===== config.mk =====
export PLATFORM = sky130hd
export DESIGN_NAME = async_serial_transceiver
export DESIGN_NICKNAME = d
export VERILOG_FILES = /design/src/verilog/uart_pkg.sv /design/src/verilog/baud_gen.sv /design/src/verilog/bit_sync.sv /design/src/verilog/async_serial_transceiver.sv
export VERILOG_INCLUDE_DIRS = /design/src /design/src/verilog
export SDC_FILE = /design/constraint.sdc
export NUM_CORES = 1
export LEC_CHECK = 0
export ABC_AREA = 0
export BUFFER_PORTS_ARGS = -buffer_cell sky130_fd_sc_hd__buf_2
export CAP_MARGIN = 20
export CORE_AREA = 10 10 151 188
export DETAILED_ROUTE_END_ITERATION = 6
export DIE_AREA = 0 0 161 198
export PLACE_DENSITY = 0.5
export SLEW_MARGIN = 15
export SYNTH_ARGS = -nofsm -noshare
export SYNTH_HDL_FRONTEND = slang
export SYNTH_HIERARCHICAL = 1
export SYNTH_SLANG_ARGS = --single-unit

===== constraint.sdc =====
create_clock -name clk -period 2.7 [get_ports clk]
set_input_delay 0.27 -clock clk [delete_from_list [all_inputs] [get_ports clk]]
set_output_delay 0.27 -clock clk [all_outputs]
set_load 0.01 [all_outputs]

===== src/verilog/uart_defs.svh =====
`ifndef UART_DEFS_SVH
`define UART_DEFS_SVH
`define OVERSAMPLE        5'd16
`define START_WAIT        4'd7
`define AUTO_SAMPLE_POS   4'd7
`define BREAK_BITS        4'd10
`define FMT_7BIT          2'd0
`define FMT_8BIT          2'd1
`define FMT_9BIT          2'd2
`define PSC_RESET         5'h00
`define DIV_RESET         11'h000
`endif


===== src/verilog/uart_pkg.sv =====
`default_nettype none
package uart_pkg;
  typedef enum logic [1:0] {
    TX_IDLE  = 2'b00,
    TX_START = 2'b01,
    TX_DATA  = 2'b10,
    TX_STOP  = 2'b11
  } tx_state_t;
  typedef enum logic [2:0] {
    RX_IDLE  = 3'b000,
    RX_START = 3'b001,
    RX_DATA  = 3'b010,
    RX_STOP  = 3'b011,
    RX_BREAK = 3'b100
  } rx_state_t;
endpackage : uart_pkg
`default_nettype wire


===== src/verilog/baud_gen.sv =====
`include "uart_defs.svh"
`default_nettype none
// prescaler counts in half steps: factor = (psc+1)/2, zero stops the clock
module baud_gen (
  // clock and reset
  input  wire logic        clk,
  input  wire logic        arst_n,
  // settings
  input  wire logic [4:0]  prescale_sel,
  input  wire logic [10:0] baud_div,
  // 16x tick
  output logic             os_tick
);
  logic [5:0]  psc_acc_reg;
  logic [10:0] div_cnt_reg;
  logic        psc_tick;
  logic [5:0]  psc_sum;

  assign psc_sum  = psc_acc_reg + 6'd2;
  assign psc_tick = (prescale_sel != 5'h00) &&
                    (psc_sum > {1'b0, prescale_sel});

  // first stage, fractional prescaler
  always_ff @(posedge clk or negedge arst_n) begin
    if (!arst_n) begin
      psc_acc_reg <= 6'h00;
    end else if (prescale_sel == 5'h00) begin
      psc_acc_reg <= 6'h00;
    end else if (psc_tick) begin
      psc_acc_reg <= psc_sum - {1'b0, prescale_sel} - 6'd1;
    end else begin
      psc_acc_reg <= psc_sum;
    end
  end

  // second stage, divide by divisor + 1
  always_ff @(posedge clk or negedge arst_n) begin
    if (!arst_n) begin
      div_cnt_reg <= 11'h000;
      os_tick     <= 1'b0;
    end else begin
      os_tick <= 1'b0;
      if (psc_tick) begin
        if (div_cnt_reg >= baud_div) begin
          div_cnt_reg <= 11'h000;
          os_tick     <= 1'b1;
        end else begin
          div_cnt_reg <= div_cnt_reg + 11'h001;
        end
      end
    end
  end
endmodule : baud_gen
`default_nettype wire


===== src/verilog/bit_sync.sv =====
`default_nettype none
module bit_sync (
  // clock and reset
  input  wire logic clk,
  input  wire logic arst_n,
  // level
  input  wire logic din,
  output logic      dout
);
  logic meta_reg;
  always_ff @(posedge clk or negedge arst_n) begin
    if (!arst_n) begin
      meta_reg <= 1'b1;
      dout     <= 1'b1;
    end else begin
      meta_reg <= din;
      dout     <= meta_reg;
    end
  end
endmodule : bit_sync
`default_nettype wire


===== src/verilog/async_serial_transceiver.sv =====
`include "uart_defs.svh"
`default_nettype none
module async_serial_transceiver (
  // clock and reset
  input  wire logic        clk,
  input  wire logic        arst_n,
  // serial pins, flow control active low
  output logic             txd,
  input  wire logic        rxd,
  input  wire logic        cts_n,
  output logic             rts_n,
  // configuration
  input  wire logic [4:0]  prescale_sel,
  input  wire logic [10:0] baud_div,
  input  wire logic [1:0]  frame_format,
  input  wire logic        parity_enable,
  input  wire logic        parity_odd,
  input  wire logic        two_stop_bits,
  input  wire logic        attention_mode,
  input  wire logic        diagnostic_mode,
  input  wire logic        flow_ctrl_enable,
  input  wire logic        manual_sample_mode,
  input  wire logic [3:0]  sample_position_reg,
  input  wire logic        tx_irq_enable,
  // transmit side
  input  wire logic        tx_write,
  input  wire logic [7:0]  tx_data,
  input  wire logic        tx_ninth_bit,
  output logic             tx_buffer_empty_flag,
  output logic             tx_in_progress_flag,
  output logic             tx_irq,
  // receive side
  input  wire logic        rx_read,
  output logic [7:0]       rx_holding_buffer,
  output logic             rx_ninth_bit,
  output logic             rx_buffer_full_flag,
  input  wire logic        address_wait_set,
  output logic             address_wait_bit,
  input  wire logic        err_clear,
  output logic             framing_error,
  output logic             parity_error,
  output logic             overrun_error,
  output logic             break_detect
);
  logic os_tick;
  logic rxd_sync;
  logic cts_n_sync;
  logic rx_line;
  logic nine_bit;
  logic par_on;
  logic [3:0] nbits;
  logic [3:0] samp_pos;

  function automatic logic [3:0] data_bits(input logic [1:0] f);
    case (f)
      `FMT_7BIT: data_bits = 4'd7;
      `FMT_8BIT: data_bits = 4'd8;
      default:   data_bits = 4'd9;
    endcase
  endfunction : data_bits

  // attention and diagnostic force nine bits, no parity
  assign nine_bit = (frame_format == `FMT_9BIT) || attention_mode ||
                    diagnostic_mode;
  assign nbits  = nine_bit ? 4'd9 : data_bits(frame_format);
  assign par_on = parity_enable && !nine_bit;
  assign samp_pos = manual_sample_mode ? sample_position_reg
                                       : `AUTO_SAMPLE_POS;

  baud_gen u_baud (
    .clk          (clk),
    .arst_n       (arst_n),
    .prescale_sel (prescale_sel),
    .baud_div     (baud_div),
    .os_tick      (os_tick)
  );
  bit_sync u_rxd_sync (
    .clk    (clk),
    .arst_n (arst_n),
    .din    (rxd),
    .dout   (rxd_sync)
  );
  bit_sync u_cts_sync (
    .clk    (clk),
    .arst_n (arst_n),
    .din    (cts_n),
    .dout   (cts_n_sync)
  );

  // ---------------- transmitter
  uart_pkg::tx_state_t tx_state_reg;
  logic [7:0] tx_holding_buffer;
  logic       tx_b9_hold_reg;
  logic [7:0] tx_shift_reg;
  logic       tx_b9_reg;
  logic       tx_par_reg;
  logic [3:0] tx_os_reg;
  logic [3:0] tx_bit_reg;
  logic       tx_bit_end;
  logic       tx_may_start;

  assign tx_bit_end   = os_tick && (tx_os_reg == 4'hf);
  assign tx_may_start = !tx_buffer_empty_flag &&
                        !(flow_ctrl_enable && cts_n_sync);

  always_ff @(posedge clk or negedge arst_n) begin
    if (!arst_n) begin
      tx_holding_buffer <= 8'h00;
      tx_b9_hold_reg    <= 1'b0;
    end else if (tx_write) begin
      tx_holding_buffer <= tx_data;
      tx_b9_hold_reg    <= tx_ninth_bit;
    end
  end

  always_ff @(posedge clk or negedge arst_n) begin
    if (!arst_n) begin
      tx_state_reg         <= uart_pkg::TX_IDLE;
      tx_buffer_empty_flag <= 1'b1;
      tx_shift_reg         <= 8'h00;
      tx_b9_reg            <= 1'b0;
      tx_par_reg           <= 1'b0;
      tx_os_reg            <= 4'h0;
      tx_bit_reg           <= 4'h0;
      txd                  <= 1'b1;
    end else begin
      if (tx_write) begin
        tx_buffer_empty_flag <= 1'b0;
      end
      if (os_tick) begin
        tx_os_reg <= tx_os_reg + 4'h1;
      end
      case (tx_state_reg)
        uart_pkg::TX_IDLE: begin
          txd <= 1'b1;
          if (tx_may_start && !tx_write) begin
            // parallel load, buffer now free again
            tx_shift_reg         <= tx_holding_buffer;
            tx_b9_reg            <= tx_b9_hold_reg;
            tx_par_reg           <= parity_odd;
            tx_buffer_empty_flag <= 1'b1;
            tx_os_reg            <= 4'h0;
            tx_state_reg         <= uart_pkg::TX_START;
            txd                  <= 1'b0;
          end
        end
        uart_pkg::TX_START: begin
          if (tx_bit_end) begin
            tx_bit_reg   <= 4'h0;
            tx_state_reg <= uart_pkg::TX_DATA;
            txd          <= tx_shift_reg[0];
          end
        end
        uart_pkg::TX_DATA: begin
          if (tx_bit_end) begin
            if (tx_bit_reg < nbits - 4'd1) begin
              tx_par_reg   <= tx_par_reg ^ tx_shift_reg[0];
              // lsb first, ninth bit follows bit 7
              tx_shift_reg <= {tx_b9_reg, tx_shift_reg[7:1]};
              txd          <= (tx_bit_reg == 4'd7) ? tx_b9_reg
                                                   : tx_shift_reg[1];
              tx_bit_reg   <= tx_bit_reg + 4'h1;
            end else if (par_on && tx_bit_reg == nbits - 4'd1) begin
              txd        <= tx_par_reg ^ tx_shift_reg[0];
              tx_bit_reg <= tx_bit_reg + 4'h1;
            end else begin
              tx_bit_reg   <= 4'h0;
              tx_state_reg <= uart_pkg::TX_STOP;
              txd          <= 1'b1;
            end
          end
        end
        uart_pkg::TX_STOP: begin
          if (tx_bit_end) begin
            if (two_stop_bits && tx_bit_reg == 4'h0) begin
              tx_bit_reg <= 4'h1;
            end else begin
              tx_state_reg <= uart_pkg::TX_IDLE;
            end
          end
        end
        default: tx_state_reg <= uart_pkg::TX_IDLE;
      endcase
    end
  end

  assign tx_in_progress_flag = (tx_state_reg != uart_pkg::TX_IDLE) ||
                               !tx_buffer_empty_flag;
  assign tx_irq = tx_buffer_empty_flag && tx_irq_enable;
  assign rts_n  = !(flow_ctrl_enable && !tx_buffer_empty_flag);

  // ---------------- receiver
  uart_pkg::rx_state_t rx_state_reg;
  logic [8:0] rx_shift_reg;
  logic [3:0] rx_os_reg;
  logic [3:0] rx_bit_reg;
  logic [2:0] rx_samp_reg;
  logic       rx_par_reg;
  logic       rx_vote;
  logic       rx_samp_now;
  logic [3:0] rx_brk_reg;
  logic [8:0] rx_char;

  assign rx_line = diagnostic_mode ? txd : rxd_sync;
  assign rx_vote = (rx_samp_reg[0] & rx_samp_reg[1]) |
                   (rx_samp_reg[1] & rx_samp_reg[2]) |
                   (rx_samp_reg[0] & rx_samp_reg[2]);
  // three samples centred on the chosen position
  assign rx_samp_now = os_tick && (rx_os_reg >= samp_pos - 4'd1) &&
                       (rx_os_reg <= samp_pos + 4'd1);
  // character as received, ninth bit in top position
  assign rx_char = (nbits == 4'd9) ? rx_shift_reg :
                   (nbits == 4'd8) ? {1'b0, rx_shift_reg[8:1]} :
                                     {2'b00, rx_shift_reg[8:2]};

  always_ff @(posedge clk or negedge arst_n) begin
    if (!arst_n) begin
      rx_state_reg        <= uart_pkg::RX_IDLE;
      rx_shift_reg        <= 9'h000;
      rx_os_reg           <= 4'h0;
      rx_bit_reg          <= 4'h0;
      rx_samp_reg         <= 3'h7;
      rx_par_reg          <= 1'b0;
      rx_brk_reg          <= 4'h0;
      rx_holding_buffer   <= 8'h00;
      rx_ninth_bit        <= 1'b0;
      rx_buffer_full_flag <= 1'b0;
      address_wait_bit    <= 1'b0;
      framing_error       <= 1'b0;
      parity_error        <= 1'b0;
      overrun_error       <= 1'b0;
      break_detect        <= 1'b0;
    end else begin
      // clears and the address wait set first so that a same-cycle receiver update wins
      if (rx_read) begin
        rx_buffer_full_flag <= 1'b0;
      end
      if (address_wait_set) begin
        address_wait_bit <= 1'b1;
      end
      if (err_clear) begin
        framing_error <= 1'b0;
        parity_error  <= 1'b0;
        overrun_error <= 1'b0;
        break_detect  <= 1'b0;
      end
      if (os_tick) begin
        rx_os_reg <= rx_os_reg + 4'h1;
      end
      if (rx_samp_now) begin
        rx_samp_reg <= {rx_samp_reg[1:0], rx_line};
      end
      case (rx_state_reg)
        uart_pkg::RX_IDLE: begin
          rx_os_reg <= 4'h0;
          if (os_tick && !rx_line) begin
            rx_samp_reg  <= 3'h7;
            rx_state_reg <= uart_pkg::RX_START;
          end
        end
        uart_pkg::RX_START: begin
          // seven oversample ticks after the low, then three samples
          if (os_tick && rx_os_reg >= `START_WAIT - 4'd1 &&
              rx_os_reg <= `START_WAIT + 4'd1) begin
            rx_samp_reg <= {rx_samp_reg[1:0], rx_line};
            if (rx_line) begin
              rx_state_reg <= uart_pkg::RX_IDLE;
            end
          end
          if (os_tick && rx_os_reg == 4'hf) begin
            rx_bit_reg   <= 4'h0;
            rx_par_reg   <= parity_odd;
            rx_state_reg <= uart_pkg::RX_DATA;
          end
        end
        uart_pkg::RX_DATA: begin
          if (os_tick && rx_os_reg == 4'hf) begin
            if (rx_bit_reg < nbits) begin
              rx_shift_reg <= {rx_vote, rx_shift_reg[8:1]};
              rx_par_reg   <= rx_par_reg ^ rx_vote;
              rx_bit_reg   <= rx_bit_reg + 4'h1;
              if (rx_bit_reg == nbits - 4'd1 && !par_on) begin
                rx_state_reg <= uart_pkg::RX_STOP;
              end
            end else begin
              if (rx_par_reg != rx_vote) begin
                parity_error <= 1'b1;
              end
              rx_state_reg <= uart_pkg::RX_STOP;
            end
          end
        end
        uart_pkg::RX_STOP: begin
          if (os_tick && rx_os_reg == samp_pos + 4'd2) begin
            rx_state_reg <= uart_pkg::RX_IDLE;
            if (!rx_vote) begin
              framing_error <= 1'b1;
              rx_brk_reg    <= 4'h0;
              rx_state_reg  <= uart_pkg::RX_BREAK;
            end
            if (!attention_mode || !address_wait_bit || rx_char[8]) begin
              if (rx_buffer_full_flag && !rx_read) begin
                overrun_error <= 1'b1;
              end
              rx_holding_buffer   <= rx_char[7:0];
              rx_ninth_bit        <= rx_char[8];
              rx_buffer_full_flag <= 1'b1;
              if (attention_mode && address_wait_bit) begin
                address_wait_bit <= 1'b0;
              end
            end
          end
        end
        uart_pkg::RX_BREAK: begin
          if (rx_line) begin
            rx_state_reg <= uart_pkg::RX_IDLE;
          end else if (os_tick && rx_os_reg == 4'hf) begin
            if (rx_brk_reg == `BREAK_BITS - 4'd1) begin
              break_detect <= 1'b1;
            end else begin
              rx_brk_reg <= rx_brk_reg + 4'h1;
            end
          end
        end
        default: rx_state_reg <= uart_pkg::RX_IDLE;
      endcase
    end
  end
endmodule : async_serial_transceiver
`default_nettype wire


# Word-level counts from Yosys, hierarchy flattened
# Index checks and enable logic that the tools add are counted.
# word_totals
reg_bits	96
in_bits	47
word_cells	262
# classes
addsub	13
order_cmp	8
eq_ne	39
mux	105
bitwise	7
n_reduce_logical	58
# ops
op	count
4-bit two-way mux	21
1-bit two-way mux	46
3-bit two-way mux	12
2-bit != test, second input constant	18
8-bit two-way mux	4
4-bit by 1-bit adder with 4-bit output, second input constant	6
4-bit case mux with 2 select lines	3
4-bit == test, second input constant	5
1-bit logical AND	20
8-bit case mux with 2 select lines	1
3-bit case mux with 5 select lines	1
2-bit two-way mux	7
4-bit == test	3
6-bit two-way mux	2
4-bit case mux with 3 select lines	1
11-bit by 1-bit adder with 11-bit output, second input constant	1
11-bit >= comparator	1
11-bit two-way mux	1
1-bit zero test	10
5-bit AND reduction	2
2-bit nonzero test	5
9-bit two-way mux	1
3-bit AND reduction	3
4-bit < comparator	2
other kinds (36)	54

# Depth between registers and ports, before layout
# depth
word_depth	11
depth_mapped	12
depth_no_buf	12

# Cells and area by module
# The synthesis kept the hierarchy.
# by_module_without_submodules
module	n_inst	cells_per_inst	area_per_inst_um2
async_serial_transceiver	1	447	4491.8
baud_gen	1	158	1501.4
bit_sync	2	2	52.6

# Worst setup path after synthesis
# OpenSTA, ideal clock, no wires.
# synth_timing
kind	input -> register
startpoint	input port diagnostic_mode
endpoint	register tx_shift_reg[0]
setup_ps	125
arrival_time_ps	2854
required_ps	2575
path_slack_ps	-279
stages	10
cell_sequence	or4_1 buf_6 ha_1 xnor2_4 ha_1 a21oi_1 o21a_1 nand2_1 a21oi_1 mux2_2
# synth_via
elab_chain_cells	6
# synth_rtl
element	line	rtl
from (decl)	async_serial_transceiver.sv:20	input wire logic diagnostic_mode,
1-bit logical OR	async_serial_transceiver.sv:63	assign nine_bit = (frame_format == `FMT_9BIT) || attention_mode ||
4-bit two-way mux	async_serial_transceiver.sv:65	assign nbits = nine_bit ? 4'd9 : data_bits(frame_format);
4-bit by 1-bit subtractor with 4-bit output	async_serial_transceiver.sv:156	if (tx_bit_reg < nbits - 4'd1) begin
4-bit < comparator	async_serial_transceiver.sv:156	
2-bit != test (no source line)	n/a	
4-bit AND reduction (no source line)	n/a	
to (signal assigned)	async_serial_transceiver.sv:138	tx_shift_reg <= tx_holding_buffer;
to (signal assigned)	async_serial_transceiver.sv:159	tx_shift_reg <= {tx_b9_reg, tx_shift_reg[7:1]};
to (decl)	async_serial_transceiver.sv:94	logic [7:0] tx_shift_reg;
# Every way passes these cells.
# A chain may end at the register's enable or synchronous reset.

# Worst setup path in the final report
# layout_timing
startpoint	input port diagnostic_mode
endpoint	register tx_shift_reg[6]
# Same word-level chain as after synthesis.

==> reports/summary.md <==
The run finished with clean final reports. The library cell used most frequently in the layout, excluding fill and tap cells, is sky130_fd_sc_hd__dfrtp_1. Summed over all cells, the static leakage comes to 3.49 nW. Using the TritonRoute via totals, the vias-per-cell ratio works out to 4.43. The via count of the first global-routing pass was 4979. The largest family of logic cells by synthesized area was compound AO/OA/AOI/OAI gates. Measured against its own limit, the worst slew margin works out to 53.0%. Detailed placement ended at an HPWL of 10.7 mm. Setup repair after global routing left no endpoint under its margin. The tools report the number of slew-limit violations in the final report as 0. In the layout the commonest cells are sky130_fd_sc_hd__dfrtp_1, sky130_fd_sc_hd__buf_2, sky130_fd_sc_hd__ha_1, sky130_fd_sc_hd__inv_1, sky130_fd_sc_hd__nand2_1. The buffer depth of the longest clock path is 2. For the starting density of the core, the log shows 24.5%. Initial antenna violation count: 0. Setup violations remaining at the end of the flow were counted as 0.

The pre-antenna-repair detailed-routing pass consisted of 4 iterations. The proportion of synthesized flip-flops having asynchronous set or reset was 100%; the share of layout cells above drive strength 1 was 27.1%. STA classifies the critical path endpoint as a flop. For this design, the sink count on the clock tree is 96. The kind of cell adding the most delay to the critical path is compound AO/OA/AOI/OAI gates. Summing the sequential cell areas from Yosys gives 39.6% of the chip area. The slowest cell on the critical path is sky130_fd_sc_hd__or4_4. The total power per unit cell area was 797 nW/µm²; the clock transition time at the flip-flop clock pins of the worst setup and hold paths was 0.07 ns. After global routing the overflow that remains totals 0. The width of the die was 161 µm; the synthesized-area fraction occupied by adder cells was 11.6%. The area share of the leading cell type in the synthesized netlist is 35.7%. On the final layout, the worst hold slack is 0.0235 ns.

TritonCTS built the clock tree. By startpoint and endpoint, the worst setup path is classified as input pin to flop. The average cell area after synthesis is 10.0 µm², and the area of the mapped netlist is 6100 µm². The tools report the number of antenna-violating nets in the routed design as 0. Of the total synthesized cell area, the portion taken by XOR and XNOR cells is 4.04%.

Yosys printed 6 warnings. The number of flip-flops in the largest register is 11, and the overall fraction of global-route tracks in use is 9.19%. In the routed design, unresolved DRC markers number 0. The flop and latch count out of synthesis is 96, and the synthesized netlist cell count is 609. The wire length of the first global-routing pass is 24.3 mm, and the count of nets after finishing is 806. Pin placement for this block handled 67 I/O pins. The tools report the nature of the critical path startpoint as an input pin. The delay of the slowest critical-path stage is 0.58 ns, and the routed wirelength normalized by instance count is 13.4 µm.

The number of enable-type register cells in the synthesized netlist was 0; the die span in y was 198 µm. The relative area change from synthesis to final layout came out at 21.7%. Across the run, the number of max-cap violations was 0. The clock period minus final worst setup slack was 2.50 ns.

The worst-case IR drop observed on VDD is 0.464 mV. Buffering stage count on the worst path with inverters included: 1. The run gives 711 as the net count after synthesis.

The total count of hold-check failures in the final report came out at 0. The diode insertion count for antenna repair was 0; the number of placement rows was 65. Number of DRC markers in iteration 0: 154.

Entering global routing, the biggest net connects 73 pins. The die covers 31900 µm². The run gives 0.35 ns as the clock network latency to the later pin of the worst-skew pair. Yosys attributes the largest share of cell area to sky130_fd_sc_hd__dfrtp_1, sky130_fd_sc_hd__ha_1, sky130_fd_sc_hd__mux2_2.

Final setup skew: 0.0128 ns. The H-tree generated during clock tree synthesis spans 3 levels. The critical path goes through buf_2 -> or4_4 -> ha_4 -> xnor2_4 -> ha_1 -> a21oi_1 -> o21a_2 -> nand2_2 -> a21oi_4 -> mux2_2. Of the post-synthesis cell area, the part taken by muxes is 9.99%. For this run, the top clock speed supported by timing is 0.400 GHz.

The most used flip-flop cell after synthesis is sky130_fd_sc_hd__dfrtp_1. After clock tree synthesis, the setup repair step added 0 buffers. Input and output buffers added on the ports amount to 66. Routability-driven placement finished with a final weighted congestion of 0.813. For the pin with the worst max-slew slack, the measured transition is 0.699 ns.

The highest net fanout along the worst path was 8; the share of the synthesized area in compound gates (AO/OA/AOI/OAI) was 16.0%. The arrival time of data at the critical path endpoint came out at 2.74 ns. The root buffer cell chosen for the clock tree is sky130_fd_sc_hd__clkbuf_16. TritonCTS created 9 clock buffers.

The number of different library cells used by synthesis comes to 71. The design draws 0.00592 W. The via total after detailed routing was 4630; the post-route fraction of the period consumed by the critical path was 92.6%. For the data required time of the worst path, the log shows 2.93 ns.

The core region is 24900 µm². After Yosys synthesis, and, or, nand and nor cells account for 14.5% of the synthesized area. The biggest area consumer among synthesized cells was sky130_fd_sc_hd__dfrtp_1. The min-delay analysis places its worst path in the category input pin to flop. The total wirelength of the detailed-routed design came out at 14.0 mm.
## final timing paths
kind | from | endpoint | slack [ns] | cells after the start
min in group asynchronous | arst_n | rx_holding_buffer[2] | 0.37 | 2
min reg2reg | u_cts_sync/meta_reg | u_cts_sync/dout | 0.36 | 0
max in group asynchronous | arst_n | u_cts_sync/dout | 1.58 | 3
max | diagnostic_mode | tx_shift_reg[6] | 0.20 | 10
max reg2reg | u_baud/psc_acc_reg[1] | u_baud/div_cnt_reg[6] | 0.21 | 9
min | cts_n | u_cts_sync/meta_reg | 0.02 | 1
## power breakdown
part	internal [W]	switching, W
sequential	0.00177	0.000281
clock	0.000800	0.000561
combinational	0.00120	0.00130
## repair_timing
item | in CTS | in global routing
resized for setup | 0 | 5
hold endpoints to repair | 24 | 0
hold buffers | 1 | 0
setup endpoints to repair | 0 | 15
## worst register-to-register path, cell delays in order, from the launching register on
cell                      delay [ns]
sky130_fd_sc_hd__dfrtp_1        0.40
sky130_fd_sc_hd__ha_1           0.23
sky130_fd_sc_hd__xor2_1         0.17
sky130_fd_sc_hd__ha_1           0.38
sky130_fd_sc_hd__and3_4         0.24
sky130_fd_sc_hd__o21ai_2        0.07
sky130_fd_sc_hd__a32oi_4        0.26
sky130_fd_sc_hd__o21ba_4        0.27
sky130_fd_sc_hd__o21ai_0        0.11
sky130_fd_sc_hd__a22o_1         0.25
## through the flow
stage                     area, µm²  setup TNS [ns]  instances  utilization (%)  worst slack [ns]
after detailed placement       7060           -3.86       1027             28.4            -0.347
after global routing           7420               0       1044             29.8            0.0183
after global placement         7060           -3.50       1027             28.4            -0.292
after floorplan                6130        -0.00676        609                -         -0.000845
final                          7420               0       1044             29.8             0.199
after CTS                      7390               0       1044             29.7            0.0325
## routing by layer
layer / routed length, µm / GRT usage, % / vias to the layer above
li1: - / - / 2363
met1: 6340 / 10.9 / 2205
met2: 6950 / 16.1 / 50
met3: 442 / 1.99 / 12
met4: 211 / 3.14 / 0
met5: 0 / 0 / -
## logic make-up (layout without fill, tap and decap cells)
family | Yosys count | after routing
AO/OA/AOI/OAI | 141 | 141
XOR/XNOR | 26 | 26
adder cells (fa/ha/maj) | 56 | 56
buffers and inverters | 65 | 165
flip-flops | 96 | 96
multiplexers | 55 | 55
AND/OR/NAND/NOR | 170 | 170
## cell type report
class                           instances  area [µm²]
Sequential cell                        96        2410
Clock buffer                           13         270
Multi-Input combinational cell        448        3480
Tap cell                              335         419
Clock inverter                          3        47.5
Fill cell                            2684       17500
Inverter                               51         191
Timing Repair Buffer                   98         601
## synth_stat cells, types with 8 or more instances
library cell               instances
sky130_fd_sc_hd__a22oi_1           8
sky130_fd_sc_hd__nand3_1          14
sky130_fd_sc_hd__nor2b_1          14
sky130_fd_sc_hd__dfrtp_1          87
sky130_fd_sc_hd__nor2_1           33
sky130_fd_sc_hd__a21oi_1          26
sky130_fd_sc_hd__mux2i_1           8
sky130_fd_sc_hd__o21ai_0          34
sky130_fd_sc_hd__xnor2_1          16
sky130_fd_sc_hd__ha_1             54
sky130_fd_sc_hd__inv_1            50
sky130_fd_sc_hd__nand2_1          51
sky130_fd_sc_hd__a21o_1            8
sky130_fd_sc_hd__clkbuf_1          9
sky130_fd_sc_hd__dfstp_2           9
sky130_fd_sc_hd__xor2_1            9
sky130_fd_sc_hd__mux2_2           45
sky130_fd_sc_hd__and3_1           10
sky130_fd_sc_hd__a22o_1            9
No activity file was read; power rests on OpenSTA's default activity.
